`src/shared/boot_consts.svh`:
```
// Constants for the serial memory boot loader.
// Assumes a 125 MHz core clock; included by its bare name.
`ifndef BOOT_CONSTS_SVH
`define BOOT_CONSTS_SVH

// Core clock period and least half period of the serial clock
`define CORE_CLK_NS    8
`define LINK_HALF_NS   40
`define LINK_HALF_CYC  ((`LINK_HALF_NS + `CORE_CLK_NS - 1) / `CORE_CLK_NS)

// Fixed read opcode, start address, idle transmit byte
`define RD_OPCODE      8'h03
`define RD_ADDR        8'h00
`define IDLE_TX        8'h00

// Command byte classes and the control register write
`define WR_CLASS       2'h1
`define CTRL_WR_OP     8'h78
`define STOP_BIT_POS   8
`define LAST_VAL_IDX   2'h3

// Cycles the strap synchroniser needs before it is read
`define STRAP_SETTLE   2'h3

`endif

```
`src/shared/boot_pkg.sv`:
```
// Types shared by the boot loader and its testbench.
// Uses nothing from the constants header.
`default_nettype none
package boot_pkg;

  // One executed boot command
  typedef struct packed {
    logic        is_write; // Register write with value
    logic [7:0]  op;       // Command byte
    logic [23:0] value;    // Three value bytes, first one high
  } boot_cmd_t;

  // Serial port pins driven by the device
  typedef struct packed {
    logic cs_n;      // Chip select level
    logic cs_oe_n;   // Chip select enable, low drives
    logic sclk;      // Serial clock level
    logic sclk_oe_n; // Serial clock enable, low drives
    logic sdo;       // Serial data out
  } link_out_t;

  // Loader sequence
  typedef enum logic [2:0] {
    S_SETTLE, S_OPC, S_ADR, S_FETCH, S_DONE, S_HOST
  } boot_state_t;

endpackage
`default_nettype wire

```
`src/design/boot_byte_shift.sv`:
```
// Byte shifter for the boot link: makes the serial clock and moves
// one byte each way. Assumes sdi_s is already synchronised.
`timescale 1ns/10ps
`default_nettype none
`include "boot_consts.svh"

module boot_byte_shift (
  input  wire logic       clk,
  input  wire logic       rstn,
  input  wire logic       start,   // Load tx_byte and begin
  input  wire logic [7:0] tx_byte, // Byte to send, msb first
  input  wire logic       sdi_s,   // Synchronised serial input
  output logic            sclk,    // Serial clock level
  output logic            sdo,     // Serial data out
  output logic            done,    // One-cycle pulse, byte complete
  output logic [7:0]      rx_byte  // Byte received
);

  localparam logic [2:0] HALF = 3'(`LINK_HALF_CYC);

  logic       busy_reg, busy_next;   // Byte in progress
  logic [2:0] half_reg, half_next;   // Cycles within half period
  logic [2:0] bit_reg, bit_next;     // Bit index
  logic [7:0] tx_reg, tx_next;       // Outgoing shift register
  logic [7:0] rx_reg, rx_next;       // Incoming shift register
  logic       sclk_reg, sclk_next;   // Clock level
  logic       done_reg, done_next;   // Completion pulse

  // Next state of the shifter
  always_comb begin
    busy_next = busy_reg;
    half_next = half_reg;
    bit_next  = bit_reg;
    tx_next   = tx_reg;
    rx_next   = rx_reg;
    sclk_next = sclk_reg;
    done_next = 1'b0;
    if (start && !busy_reg) begin
      // Data leads the first rising edge by a half period
      busy_next = 1'b1;
      half_next = 3'h0;
      bit_next  = 3'h0;
      tx_next   = tx_byte;
      sclk_next = 1'b0;
    end else if (busy_reg) begin
      if (half_reg == HALF - 3'h1) begin
        half_next = 3'h0;
        sclk_next = !sclk_reg;
        if (sclk_reg) begin
          // End of high phase: input stable since the last fall
          rx_next = {rx_reg[6:0], sdi_s};
          if (bit_reg == 3'h7) begin
            busy_next = 1'b0;
            done_next = 1'b1;
          end else begin
            bit_next = bit_reg + 3'h1;
            tx_next  = {tx_reg[6:0], 1'b0};
          end
        end
      end else begin
        half_next = half_reg + 3'h1;
      end
    end
  end

  // Register the shifter
  always_ff @(posedge clk) begin
    if (!rstn) begin
      busy_reg <= 1'b0;
      half_reg <= 3'h0;
      bit_reg  <= 3'h0;
      tx_reg   <= 8'h00;
      rx_reg   <= 8'h00;
      sclk_reg <= 1'b0;
      done_reg <= 1'b0;
    end else begin
      busy_reg <= busy_next;
      half_reg <= half_next;
      bit_reg  <= bit_next;
      tx_reg   <= tx_next;
      rx_reg   <= rx_next;
      sclk_reg <= sclk_next;
      done_reg <= done_next;
    end
  end

  assign sclk    = sclk_reg;
  assign sdo     = tx_reg[7];
  assign done    = done_reg;
  assign rx_byte = rx_reg;

endmodule
`default_nettype wire

```
`src/design/serial_eeprom_autoboot_loader.sv`:
```
// Boot loader: reads a command script from a serial memory at start-up
// and hands each command to the device's command executor.
// Assumes a 125 MHz clock and pins arriving unsynchronised.
`timescale 1ns/10ps
`default_nettype none
`include "boot_consts.svh"

// Overview of operation
// Strap high selects boot from serial memory
// Boot drives chip select and clock
// Chip select low, own clock, data out
// First send read opcode 03 hex
// Sample script bytes from serial input
// Apply each register write as loaded
// Any command runs as from host
// Write is command byte plus three bytes
// Stop bit in control write ends boot
// Afterwards release chip select and clock
module serial_eeprom_autoboot_loader
(
  input  wire logic          clk,        // Core clock
  input  wire logic          rstn,       // Synchronous reset, low
  input  wire logic          boot_strap, // Boot select strap pin
  input  wire logic          cs_n_in,    // Chip select pin level
  input  wire logic          sclk_in,    // Serial clock pin level
  input  wire logic          sdi,        // Serial data in pin
  output boot_pkg::link_out_t link_o,    // Driven pin levels, enables
  output boot_pkg::boot_cmd_t cmd,       // Command to execute
  output logic               cmd_valid,  // One-cycle command strobe
  output logic               boot_busy,  // Boot fetch running
  output logic               boot_done,  // Boot fetch ended by stop
  output logic               host_cs_n,  // Synchronised host select
  output logic               host_sclk   // Synchronised host clock
);
  import boot_pkg::*;

  // Two-stage synchronisers for pin inputs
  logic [1:0] strap_sync, sdi_sync, cs_sync, sclk_sync;

  boot_state_t state_reg, state_next;  // Loader sequence
  logic [1:0]  settle_reg, settle_next; // Strap settle count
  logic        start_reg, start_next;  // Byte launch pulse
  logic [7:0]  tx_reg, tx_next;        // Byte to launch
  logic [1:0]  idx_reg, idx_next;      // Byte index within command
  boot_cmd_t   asm_reg, asm_next;      // Command being assembled
  boot_cmd_t   cmd_reg, cmd_next;      // Issued command
  logic        valid_reg, valid_next;  // Issue strobe
  logic        cs_reg, cs_next;        // Chip select level
  logic        own_reg, own_next;      // Device owns the port
  logic        done_reg, done_next;    // Fetch ended by stop write
  logic        oe_n_reg, oe_n_next;    // Pin enables, low drives

  logic        sh_done;                // Byte complete
  logic [7:0]  sh_rx;                  // Received byte
  logic        sh_sclk;                // Generated clock
  logic        sh_sdo;                 // Outgoing data bit
  logic [23:0] val_new;                // Value with new byte

  // Pins first pass two flops, nothing reads stage zero
  always_ff @(posedge clk) begin
    if (!rstn) begin
      strap_sync <= 2'h0;
      sdi_sync   <= 2'h0;
      cs_sync    <= 2'h3;
      sclk_sync  <= 2'h0;
    end else begin
      strap_sync <= {strap_sync[0], boot_strap};
      sdi_sync   <= {sdi_sync[0], sdi};
      cs_sync    <= {cs_sync[0], cs_n_in};
      sclk_sync  <= {sclk_sync[0], sclk_in};
    end
  end

  // Byte shifter making the serial clock
  boot_byte_shift u_shift (
    .clk     (clk),
    .rstn    (rstn),
    .start   (start_reg),
    .tx_byte (tx_reg),
    .sdi_s   (sdi_sync[1]),
    .sclk    (sh_sclk),
    .sdo     (sh_sdo),
    .done    (sh_done),
    .rx_byte (sh_rx)
  );

  assign val_new = {asm_reg.value[15:0], sh_rx};

  // Next state of the loader
  always_comb begin
    state_next  = state_reg;
    settle_next = settle_reg;
    start_next  = 1'b0;
    tx_next     = tx_reg;
    idx_next    = idx_reg;
    asm_next    = asm_reg;
    cmd_next    = cmd_reg;
    valid_next  = 1'b0;
    cs_next     = cs_reg;
    own_next    = own_reg;
    done_next   = done_reg;
    case (state_reg)
      S_SETTLE: begin
        // Wait for the strap synchroniser, then decide once
        if (settle_reg != `STRAP_SETTLE) begin
          settle_next = settle_reg + 2'h1;
        end else if (strap_sync[1]) begin
          state_next = S_OPC;
          cs_next    = 1'b0;
          own_next   = 1'b1;
          start_next = 1'b1;
          tx_next    = `RD_OPCODE;
        end else begin
          state_next = S_HOST;
        end
      end
      S_OPC: begin
        // Opcode sent, follow with start address
        if (sh_done) begin
          state_next = S_ADR;
          start_next = 1'b1;
          tx_next    = `RD_ADDR;
        end
      end
      S_ADR: begin
        // Address sent, memory now streams its contents
        if (sh_done) begin
          state_next = S_FETCH;
          start_next = 1'b1;
          tx_next    = `IDLE_TX;
        end
      end
      S_FETCH: begin
        if (sh_done) begin
          start_next = 1'b1;
          if (idx_reg == 2'h0) begin
            asm_next.op       = sh_rx;
            asm_next.value    = 24'h000000;
            asm_next.is_write = sh_rx[7:6] == `WR_CLASS;
            if (sh_rx[7:6] == `WR_CLASS) begin
              idx_next = 2'h1;
            end else begin
              // Other commands go out unchanged
              cmd_next.op       = sh_rx;
              cmd_next.value    = 24'h000000;
              cmd_next.is_write = 1'b0;
              valid_next        = 1'b1;
            end
          end else begin
            asm_next.value = val_new;
            if (idx_reg == `LAST_VAL_IDX) begin
              idx_next          = 2'h0;
              cmd_next.op       = asm_reg.op;
              cmd_next.value    = val_new;
              cmd_next.is_write = 1'b1;
              valid_next        = 1'b1;
              if (asm_reg.op == `CTRL_WR_OP &&
                  val_new[`STOP_BIT_POS]) begin
                // Stop write ends the fetch
                state_next = S_DONE;
                start_next = 1'b0;
                cs_next    = 1'b1;
                own_next   = 1'b0;
                done_next  = 1'b1;
              end
            end else begin
              idx_next = idx_reg + 2'h1;
            end
          end
        end
      end
      S_DONE: begin
        // Normal operation with the loaded registers
        state_next = S_DONE;
      end
      S_HOST: begin
        // No boot: the host owns the port
        state_next = S_HOST;
      end
      default: begin
        state_next = S_SETTLE;
      end
    endcase
    // Enables follow ownership, kept in a flop for the pins
    oe_n_next = !own_next;
  end

  // Register the loader
  always_ff @(posedge clk) begin
    if (!rstn) begin
      state_reg  <= S_SETTLE;
      settle_reg <= 2'h0;
      start_reg  <= 1'b0;
      tx_reg     <= 8'h00;
      idx_reg    <= 2'h0;
      asm_reg    <= '0;
      cmd_reg    <= '0;
      valid_reg  <= 1'b0;
      cs_reg     <= 1'b1;
      own_reg    <= 1'b0;
      done_reg   <= 1'b0;
      oe_n_reg   <= 1'b1;
    end else begin
      state_reg  <= state_next;
      settle_reg <= settle_next;
      start_reg  <= start_next;
      tx_reg     <= tx_next;
      idx_reg    <= idx_next;
      asm_reg    <= asm_next;
      cmd_reg    <= cmd_next;
      valid_reg  <= valid_next;
      cs_reg     <= cs_next;
      own_reg    <= own_next;
      done_reg   <= done_next;
      oe_n_reg   <= oe_n_next;
    end
  end

  // Pin drive: enables low only while the device owns the port
  always_comb begin
    link_o.cs_n      = cs_reg;
    link_o.cs_oe_n   = oe_n_reg;
    link_o.sclk      = sh_sclk;
    link_o.sclk_oe_n = oe_n_reg;
    link_o.sdo       = sh_sdo;
  end

  assign cmd       = cmd_reg;
  assign cmd_valid = valid_reg;
  assign boot_busy = own_reg;
  assign boot_done = done_reg;
  assign host_cs_n = cs_sync[1];
  assign host_sclk = sclk_sync[1];
endmodule
`default_nettype wire

```
`config.mk`:
```
export PLATFORM = sky130hd
export DESIGN_NAME = serial_eeprom_autoboot_loader
export DESIGN_NICKNAME = d
export VERILOG_FILES = /design/src/shared/boot_pkg.sv /design/src/design/boot_byte_shift.sv /design/src/design/serial_eeprom_autoboot_loader.sv
export VERILOG_INCLUDE_DIRS = /design/src /design/src/shared
export SDC_FILE = /design/constraint.sdc
export NUM_CORES = 1
export LEC_CHECK = 0
export BUFFER_PORTS_ARGS = -buffer_cell sky130_fd_sc_hd__buf_2
export CELL_PAD_IN_SITES_DETAIL_PLACEMENT = 0
export CELL_PAD_IN_SITES_GLOBAL_PLACEMENT = 1
export CORE_MARGIN = 3
export CORE_UTILIZATION = 30
export DETAILED_ROUTE_END_ITERATION = 16
export PLACE_DENSITY_LB_ADDON = 0.1
export SLEW_MARGIN = 25
export SYNTH_ARGS = -nofsm -noshare
export SYNTH_HDL_FRONTEND = slang
export SYNTH_SLANG_ARGS = --single-unit
```
`constraint.sdc`:
```
create_clock -name clk -period 2.1 [get_ports clk]
set_input_delay 0 -clock clk [delete_from_list [all_inputs] [get_ports clk]]
set_output_delay 0 -clock clk [all_outputs]
set_load 0.05 [all_outputs]
```
==> reports/summary.txt, run 1 <==
Fillers: 1323
Crit path time final: 1.90 ns
FF+latch count, synth: 104
Routed Antenna Nets: 0
Worst Hold Path EP: cs_sync[1]
Worst reg2reg path depth: 6
Post-Syn Area: 4080 um2
Pwr dens: 825 nW/um2
Average wire per standard cell: 13.9 um
Crit Path Max Fanout: 9
Slew HR: 60.0%
Ports: 49
Area overhead of the layout relative to synthesis: 19.4%
Area contributors post-synth: dfxtp_1 51%, nand2_1 5.4%, a22o_1 5.2%, a21oi_1 3.9%, mux2i_1 3.2%
Drt initial violations: 132
R2r startpoint: idx_reg[0]
Largest net degree at the start of global routing: 45
Worst Setup SP: idx_reg[0]
Max-slew violation count: 0
Core area: 13000 um2
Syn_nets: 441
Remaining DRCs: 0
Slack of the worst reg-to-reg path: 0.20 ns
Num rows: 41
Vias post-DR: 3055
Hold WS: 0.196 ns
Buffers on Ports: 48
Initial core utilization: 31.4%
Worst Skew: 0.00727 ns
Leakage: 2.00 nW
Die Span X: 123 um
Hold wc startpoint: rstn
Critical path data arrival time: 2.15 ns
Unrepaired setup endpoints after global routing: false
FF+latch area: 2080 um2
Via-to-Cell Ratio: 4.72
Actual slew at the worst max-slew pin: 0.599 ns
CP required: 2.34 ns
Period utilization: 90.6%
Worst Setup Slack post-DPL: -0.0121 ns
Hold path cells: 3
Die area: 15000 um2
Outcome: finished clean
Multi-input logic area: 1830 um2
Met3 Use GR: 3.92%
Min setup slack post-route: 0.196 ns
WS Path Type: reg2reg
# diodes: 0
Post-synthesis async set-or-reset flop share: 0%
First-pass GRT wire length: 14.8 mm
DRT Wirelength: 8.99 mm
Share of layout cells above drive strength 1: 17.7%
Clk slew on worst S/H paths: 0.07 ns
Fmax: 525 MHz
GRT met2 Usage: 21.7%
Sequential cell area fraction in the yosys report: 51.0%
Clock Tree Root: clkbuf_16
Gr ovfl total: 0
Met1 usage: 15.0%
Clk Latency, worst-skew pair: 0.35 ns
Final core occ: 37.5%
Synth cell types: 41
Top cell type's share of synthesized area: 51.0%
All-Layer GR Usage: 12.8%
Busiest grt layer: met2
Post-Synthesis Cells: 427
CTS Sinks: 104
YS warnings: 0
Post-Synthesis Mean Instance Area: 9.56 um2
Worst vdd ir: 0.580 mV
Critical path startpoint category: flip-flop
H-tree depth: 3
Max-Cap Viols: 0
EDFF count, synth: 0
TritonCTS clock tree: yes
Max reg flops: 33
Nets: 485
Final setup viols: 0
Post-synth top area cell: dfxtp_1
Hold WC Path Type: in2reg
Vias in the first global route: 2946
Longest Clk Path Bufs: 2
Crit. End Element: flip-flop
Num CTS Buffers: 9
Initial antenna violation count: 0
Dpl hpwl: 5.87 mm
DR pass1 iterations: 4
Reg-to-Reg End: state_reg[0]
Final-report hold violation count: 0
Top FF cell, synth: dfxtp_1
Chip Height: 123 um
Routability cong.: 0.738
how the worst max path moves through the flow:
stage / end / slack, ns
2_1_floorplan: cmd[16] / 0.23
3_3_place_gp: cmd[16] / 0.06
3_5_place_dp: cmd[10] / -0.01
4_1_cts: state_reg[0] / 0.15
5_1_grt: state_reg[0] / 0.05
6_report: state_reg[0] / 0.20
cells in the mapped netlist, drive strengths merged, types with 2 or more instances:
library cell / number
a21oi: 32
and4: 2
xor2: 2
dfxtp: 104
nor2: 16
nand3: 13
a22o: 24
clkbuf: 19
nor3b: 17
ha: 8
o211a: 7
o21ai: 6
o31ai: 2
a21boi: 17
nand2b: 10
o21a: 2
nand4: 2
xnor2: 2
nand2: 59
buf: 16
o22ai: 2
and2: 9
inv: 6
nor3: 5
nor2b: 19
and4b: 2
mux2i: 13
routing by layer:
layer  routed length, um  up-vias
li1                    -     1559
met1                4200     1447
met2                4320       38
met3                 311       11
met4                 155        0
met5                   0        -
metrics by stage:
stage,cells,instance area [um2],TNS [ns],power (mW)
6_report,647,4870,0,4.02
4_1_cts,647,4870,0,4.09
3_3_place_gp,628,4510,0,2.29
2_1_floorplan,427,4080,0,2.24
3_5_place_dp,628,4510,-0.0143,2.29
5_1_grt,647,4870,0,4.20
power breakdown:
group	switching (mW)	internal, mW	total [mW]
Combinational	0.122	0.102	0.224
Sequential	0.0201	2.01	2.03
Clock	0.736	1.03	1.77
worst max-delay path, stage by stage (launching register included):
cell and delay, ns:
dfxtp_1 0.35, inv_1 0.07, ha_1 0.23, buf_4 0.19
nor4bb_2 0.43, nand3_1 0.20, o311a_1 0.32
kinds of logic after synthesis:
family,share of synthesized area [%]
simple gates,20.7
flops,51.0
compound gates,17.3
buf+inv,4.48
mux,3.19
fa+ha+maj,2.45
xor+xnor,0.859
placed cells by master (no fill, tap or decap), types with 4 or more instances in the layout:
master,instances
a21oi_1,32
buf_2,48
nor2_1,16
mux2i_1,13
buf_4,15
o211a_1,7
and2_1,9
nor3_1,4
nor2b_1,18
nand2b_1,10
nand2_1,59
o21ai_0,6
nand3_1,13
dfxtp_1,104
a21boi_0,17
nor3b_1,17
ha_1,8
clkbuf_16,9
a22o_1,24
dlygate4sd3_1,4
inv_1,6
layout make-up:
class	count	area share, %
clock inverters	6	1.75
inverters	6	0.462
multi-input cells	282	37.6
well taps	172	4.42
repair buffers	68	8.47
clock buffers	9	4.62
flip-flops and latches	104	42.7
repair_timing:
item                                    in CTS  in global routing
hold endpoints to repair                     4                  0
endpoints found under the setup margin      24                  2
gates resized for setup                      1                  1
buffers inserted                             0                  0
hold buffers                                 4                  0
Note: power is estimated with default switching activity, not from simulation.
==> run 2, diff against run 1 <==
- CELL_PAD_IN_SITES_DETAIL_PLACEMENT: 0 -> 2
- CELL_PAD_IN_SITES_GLOBAL_PLACEMENT: 1 -> 2
- CORE_UTILIZATION: 30 -> 35
- SYNTH_HIERARCHICAL: default -> 1
==> run 2 against run 1 <==
Non-clock buffer count grew 2. Critical path depth shrank 1. First-iteration DRC count grew 14%. Sequential power grew 2%. Worst setup slack gained 0.078 ns. Combinational power grew 14%. Highest routed layer unchanged.
==> reports/summary.txt, run 2 <==
Outcome: finished clean (unchanged)
Largest net degree at the start of global routing: 63 (was 45)
Routed Antenna Nets: 0 (unchanged)
Hold WC Path Type: in2reg (unchanged)
Sequential cell area fraction in the yosys report: 48.1% (was 51.0%)
Max reg flops: 33 (unchanged)
Commonest non-fill, non-tap cell in the layout: dfxtp_1 (unchanged)
R2r startpoint: u_shift/half_reg[0] (was idx_reg[0])
Area overhead of the layout relative to synthesis: 17.9% (was 19.4%)
DRT Wirelength: 11.7 mm (was 8.99 mm)
Dpl hpwl: 7.78 mm (was 5.87 mm)
Drt initial violations: 150 (was 132)
FF+latch count, synth: 104 (unchanged)
Post-Synthesis Cells: 500 (was 427)
Nets: 556 (was 485)
Synth cell types: 48 (was 41)
Slack of the worst reg-to-reg path: 0.27 ns (was 0.20 ns)
Max-slew violation count: 0 (unchanged)
Critical path startpoint category: flip-flop (unchanged)
Buffers on Ports: 48 (unchanged)
Worst Setup SP: u_shift/half_reg[0] (was idx_reg[0])
DR pass1 iterations: 4 (unchanged)
Unrepaired setup endpoints after global routing: false (unchanged)
Die Span X: 117 um (was 123 um)
Max-Cap Viols: 0 (unchanged)
Most frequent cells in the layout: 104 x dfxtp_1, 99 x nand2_1, 47 x buf_2 (was 104 x dfxtp_1, 59 x nand2_1, 48 x buf_2)
YS warnings: 6 (was 0)
Final setup viols: 0 (unchanged)
Final core occ: 43.4% (was 37.5%)
Fillers: 1327 (was 1323)
Slew HR: 62.2% (was 60.0%)
Die area: 13700 um2 (was 15000 um2)
Average wire per standard cell: 16.4 um (was 13.9 um)
All-Layer GR Usage: 18.2% (was 12.8%)
Gr ovfl total: 0 (unchanged)
Period utilization: 86.9% (was 90.6%)
Hold wc startpoint: rstn (unchanged)
Count leader, synth: dfxtp_1 (unchanged)
Reg-to-Reg End: u_shift/bit_reg[0] (was state_reg[0])
Post-synthesis async set-or-reset flop share: 0% (unchanged)
CP required: 2.38 ns (was 2.34 ns)
Remaining DRCs: 0 (unchanged)
Num rows: 39 (was 41)
Core area: 11800 um2 (was 13000 um2)
Routability cong.: 0.785 (was 0.738)
Worst Skew: 0.00755 ns (was 0.00727 ns)
Clk Latency, worst-skew pair: 0.35 ns (about the same)
Ports: 49 (unchanged)
Actual slew at the worst max-slew pin: 0.567 ns (was 0.599 ns)
Worst vdd ir: 0.511 mV (was 0.580 mV)
H-tree depth: 3 (unchanged)
Initial antenna violation count: 0 (unchanged)
TritonCTS clock tree: yes (unchanged)
Setup repair bufs after CTS: 0 (unchanged)
FF+latch area: 2080 um2 (unchanged)
Crit. End Element: flip-flop (unchanged)
EDFF count, synth: 0 (unchanged)
Sum Neg Setup Slack: 0 ns (unchanged)
Area contributors post-synth: dfxtp_1 48%, nand2_1 8.6%, a21boi_0 5.0%, o22ai_1 3.5%, nand3b_1 3.1% (was dfxtp_1 51%, nand2_1 5.4%, a22o_1 5.2%, a21oi_1 3.9%, mux2i_1 3.2%)
Final-report hold violation count: 0 (unchanged)
Vias post-DR: 3661 (was 3055)
Crit path to: u_shift/bit_reg[0] (was state_reg[0])
Fmax: 548 MHz (was 525 MHz)
Top cell type's share of synthesized area: 48.1% (was 51.0%)
Post-synth top area cell: dfxtp_1 (unchanged)
CTS Sinks: 104 (unchanged)
Crit Path Max Fanout: 14 (was 9)
Leakage: 1.94 nW (was 2.00 nW)
Multi-input logic area: 1990 um2 (was 1830 um2)
Clock Tree Root: clkbuf_16 (unchanged)
Commonest cells in the synthesized netlist: 104 x dfxtp_1, 99 x nand2_1, 29 x a21boi_0 (was 104 x dfxtp_1, 59 x nand2_1, 32 x a21oi_1)
Post-Synthesis Mean Instance Area: 8.66 um2 (was 9.56 um2)
Worst reg2reg path depth: 5 (was 6)
Post-Syn Area: 4330 um2 (was 4080 um2)
Crit path time final: 1.83 ns (was 1.90 ns)
Clk slew on worst S/H paths: 0.07 ns (about the same)
Vias in the first global route: 3806 (was 2946)
Critical path data arrival time: 2.11 ns (was 2.15 ns)
First-pass GRT wire length: 19.5 mm (was 14.8 mm)
Longest Clk Path Bufs: 2 (unchanged)
# diodes: 0 (unchanged)
Initial core utilization: 36.8% (was 31.4%)
Via-to-Cell Ratio: 5.16 (was 4.72)
Pwr dens: 862 nW/um2 (was 825 nW/um2)
Num CTS Buffers: 9 (unchanged)
WS Path Type: reg2reg (unchanged)
Share of layout cells above drive strength 1: 16.8% (was 17.7%)
Top FF cell, synth: dfxtp_1 (unchanged)
Chip Height: 117 um (was 123 um)
==> run 2: changes by cell type in the layout (fill, tap and decap cells not counted), sizes merged, moves of 12 or more <==
cell	previous run	this run
o22ai	2	24
a22o	24	0
nand2	59	99
a21boi	17	36
a21oi	32	19
nor2b	19	7
o21ai	6	27
nor3b	17	3
mux2i	13	1
nand3b	1	18
==> run 2: metrics by stage <==
| stage | worst slack, ns | power [mW] | hold slack (ns) | std cells | instance area, um2 |
|---|---|---|---|---|---|
| 2_1_floorplan | 0.533 | 2.32 | 0.101 | 505 | 4350 |
| 3_3_place_gp | 0.385 | 2.36 | 0.180 | 690 | 4690 |
| 3_5_place_dp | 0.251 | 2.37 | 0.192 | 690 | 4690 |
| 4_1_cts | 0.231 | 4.46 | 0.0517 | 710 | 5100 |
| 5_1_grt | 0.0670 | 4.59 | 0.0741 | 710 | 5100 |
| 6_report | 0.275 | 4.40 | 0.0573 | 710 | 5100 |
==> run 2: critical path: stages, from the launching register on <==
cell and delay [ns]:
dfxtp_1 0.34, inv_1 0.09, ha_1 0.24, nand4_1 0.47
or3_1 0.48, a21oi_1 0.14
==> run 2: layout make-up <==
| type | count | share of cell area (%) |
|---|---|---|
| Tap cell | 164 | 4.02 |
| Clock inverter | 6 | 2.55 |
| Multi-Input combinational cell | 349 | 39.0 |
| Sequential cell | 104 | 40.8 |
| Clock buffer | 10 | 4.68 |
| Inverter | 7 | 0.515 |
| Timing Repair Buffer | 70 | 8.44 |
==> run 2: power by group <==
part	total (mW)	internal (mW)	switching (mW)
combinational	0.256	0.109	0.147
clock	2.07	1.31	0.753
sequential	2.07	2.03	0.0468
total	4.40	3.45	0.947
==> run 2: cells by family (layout without fill, tap and decap cells) <==
| logic type | count (synthesis) | after routing | synth area share (%) |
|---|---|---|---|
| simple gates | 201 | 201 | 22.3 |
| fa+ha+maj | 9 | 9 | 2.60 |
| compound gates | 130 | 130 | 19.9 |
| xor+xnor | 2 | 2 | 0.405 |
| mux | 1 | 1 | 0.231 |
| other cells | 1 | 6 | 0.0866 |
| flops | 104 | 104 | 48.1 |
| buf+inv | 52 | 93 | 6.39 |
==> run 2: how the worst min path moves through the flow <==
stage	cells after the start	slack, ns	end
5_1_grt	2	0.07	boot_done
4_1_cts	2	0.05	boot_done
6_report	2	0.06	boot_done
2_1_floorplan	1	0.10	cs_sync[0]
3_5_place_dp	2	0.19	cs_sync[0]
3_3_place_gp	2	0.18	cs_sync[0]
==> run 2: timing repair <==
item                      in CTS  in global routing
hold buffers                   4                  0
gates resized for setup        0                  0
hold endpoints to repair       4                  0
==> run 2: metal layers <==
metal / global-route usage (%) / wire length [um] / vias up
met5: 0 / 0 / -
met4: 6.65 / 184 / 0
met3: 2.83 / 260 / 12
met2: 31.7 / 5930 / 35
met1: 22.7 / 5300 / 1825
li1: - / - / 1789
==> run 3, diff against run 2 <==
- GPL_TIMING_DRIVEN: default -> 0
==> run 3 against run 2 <==
Hold slack better by 0.33 ns. Non-clock buffer count up 28. First-iteration DRC count decreased by 11%. Core utilization grew 0.41 points. Wire length rose by 11%. Count of clock-buffer cells in the layout up 3. Via count is 3.3% higher. Register-to-register slack worse by 0.12 ns. Cell area up 0.96%. Die area is the same.
==> reports/summary.txt, run 3 (synthesis gave the netlist of run 2 again) <==
Num rows: 39 (unchanged)
Routed Antenna Nets: 0 (unchanged)
Max-Cap Viols: 0 (unchanged)
First-pass GRT wire length: 21.0 mm (was 19.5 mm)
R2r startpoint: idx_reg[0] (was u_shift/half_reg[0])
Dpl hpwl: 9.24 mm (was 7.78 mm)
Routability cong.: 0.758 (was 0.785)
Pwr dens: 797 nW/um2 (was 862 nW/um2)
Critical path startpoint category: flip-flop (unchanged)
All-Layer GR Usage: 19.9% (was 18.2%)
Most frequent cells in the layout: 104 x dfxtp_1, 99 x nand2_1, 60 x buf_2 (was 104 x dfxtp_1, 99 x nand2_1, 47 x buf_2)
Nets: 584 (was 556)
Initial core utilization: 36.8% (unchanged)
Ports: 49 (unchanged)
CP max stage cell: or2b_1 (was or3_1)
Crit Path Max Fanout: 10 (was 14)
Share of layout cells above drive strength 1: 16.9% (was 16.8%)
Core area: 11800 um2 (unchanged)
Largest net degree at the start of global routing: 16 (was 63)
Hold path cells: 3 (was 2)
Actual slew at the worst max-slew pin: 0.657 ns (was 0.567 ns)
Reg-to-Reg End: cmd[13] (was u_shift/bit_reg[0])
Area after DPL: 4790 um2 (was 4690 um2)
DRT Wirelength: 13.0 mm (was 11.7 mm)
Remaining DRCs: 0 (unchanged)
Crit. End Element: flip-flop (unchanged)
Longest Clk Path Bufs: 2 (unchanged)
Final-report hold violation count: 0 (unchanged)
CP max stage delay: 0.35 ns (was 0.48 ns)
Hold wc startpoint: cs_n_in (was rstn)
Sum Neg Setup Slack: 0 ns (unchanged)
Num CTS Buffers: 9 (unchanged)
Worst Skew: 0.00972 ns (was 0.00755 ns)
Die Span X: 117 um (unchanged)
CTS Sinks: 104 (unchanged)
Worst vdd ir: 0.413 mV (was 0.511 mV)
Buffers on Ports: 48 (unchanged)
Leakage: 1.95 nW (was 1.94 nW)
Period utilization: 92.8% (was 86.9%)
Crit path cell chain: inv_1 -> ha_1 -> buf_2 -> or2b_1 -> a21oi_4 -> buf_2 -> o22ai_1 (was inv_1 -> ha_1 -> nand4_1 -> or3_1 -> a21oi_1)
Die area: 13700 um2 (unchanged)
Hold WS: 0.387 ns (was 0.0573 ns)
Critical path's top delay family: buffers and inverters (was simple AND/OR/NAND/NOR gates)
Average wire per standard cell: 17.6 um (was 16.4 um)
Clock Tree Root: clkbuf_16 (unchanged)
Final setup viols: 0 (unchanged)
Total design power: 4.11 mW (was 4.40 mW)
H-tree depth: 3 (unchanged)
WS Path Type: reg2reg (unchanged)
CP required: 2.33 ns (was 2.38 ns)
TritonCTS clock tree: yes (unchanged)
Outcome: finished clean (unchanged)
Slack of the worst reg-to-reg path: 0.15 ns (was 0.27 ns)
Final core occ: 43.8% (was 43.4%)
Worst path bufs/invs: 3 (was 1)
Worst Hold Path EP: cs_sync[0] (was boot_done)
Slew HR: 56.2% (was 62.2%)
# diodes: 0 (unchanged)
Clk slew on worst S/H paths: 0.07 ns (about the same)
Gr ovfl total: 0 (unchanged)
Crit path time final: 1.95 ns (was 1.83 ns)
Drt initial violations: 133 (was 150)
Commonest non-fill, non-tap cell in the layout: dfxtp_1 (unchanged)
Chip Height: 117 um (unchanged)
Vias post-DR: 3781 (was 3661)
Area overhead of the layout relative to synthesis: 19.0% (was 17.9%)
Fmax: 513 MHz (was 548 MHz)
Max reg flops: 33 (unchanged)
Final Cell Area: 5150 um2 (was 5100 um2)
Via-to-Cell Ratio: 5.13 (was 5.16)
Hold WC Path Type: in2reg (unchanged)
Clk Latency, worst-skew pair: 0.35 ns (about the same)
DR pass1 iterations: 5 (was 4)
Worst reg2reg path depth: 7 (was 5)
Max-slew violation count: 0 (unchanged)
Critical path data arrival time: 2.18 ns (was 2.11 ns)
CP most frequent cell: buf_2
Vias in the first global route: 4181 (was 3806)
Unrepaired setup endpoints after global routing: false (unchanged)
Initial antenna violation count: 0 (unchanged)
==> run 3: changes by cell type in the layout (fill, tap and decap cells not counted), sizes merged <==
cell	change
buf	+6
bufinv	-3
clkbuf	+24
clkinv	-2
clkinvlp	+1
dlygate4sd3	+1
==> run 3: stage by stage <==
step | setup WS (ns) | instances
after floorplan | 0.533 | 505
after CTS | 0.143 | 737
after detailed placement | 0.151 | 717
after global placement | 0.192 | 717
final | 0.151 | 737
after global routing | 0.00987 | 737
==> run 3: timing repair <==
action / in CTS / in global routing
hold buffers: 5 / 0
endpoints found under the hold margin: 5 / 0
resized for setup: 0 / 1
endpoints found under the setup margin: 0 / 2
buffers inserted: 0 / 0
==> run 3: area by class of cell <==
cell class,instances,area (um2)
plain buffers,45,250
clock buffers,13,270
clock inverters,2,37.5
fillers,1311,6610
inverters,7,26.3
multi-input cells,349,1990
flip-flops and latches,104,2080
well taps,164,205
repair buffers,53,290
==> run 3: tightest hold or removal path, cell delays in order <==
cell and delay [ns]:
dlygate4sd3_1 0.52, buf_2 0.09, nand2b_1 0.09
==> run 3: worst max path at each step <==
| stage | start | endpoint | cells after the start |
|---|---|---|---|
| floorplan | idx_reg[0] | cmd[26] | 7 |
| finish | idx_reg[0] | cmd[13] | 7 |
| global placement | u_shift/rx_byte[6] | cmd[26] | 5 |
| global route | idx_reg[0] | cmd[13] | 7 |
| detailed placement | idx_reg[0] | cmd[19] | 7 |
| CTS | u_shift/rx_byte[6] | cmd[26] | 5 |
==> run 3: routing by layer <==
metal  share of wire (%)  track usage [%]  vias to the layer above
met5                   0                0                        -
met4                 1.8             7.65                        0
met3                 1.9             2.67                       17
met2                  52             36.7                       37
met1                  44             23.2                     1876
li1                    -                -                     1851
==> run 3: power breakdown <==
group          internal, mW  switching (mW)  leakage (nW)
Combinational         0.126           0.180         0.963
Sequential             2.03          0.0329         0.840
Clock                  1.02           0.723         0.148
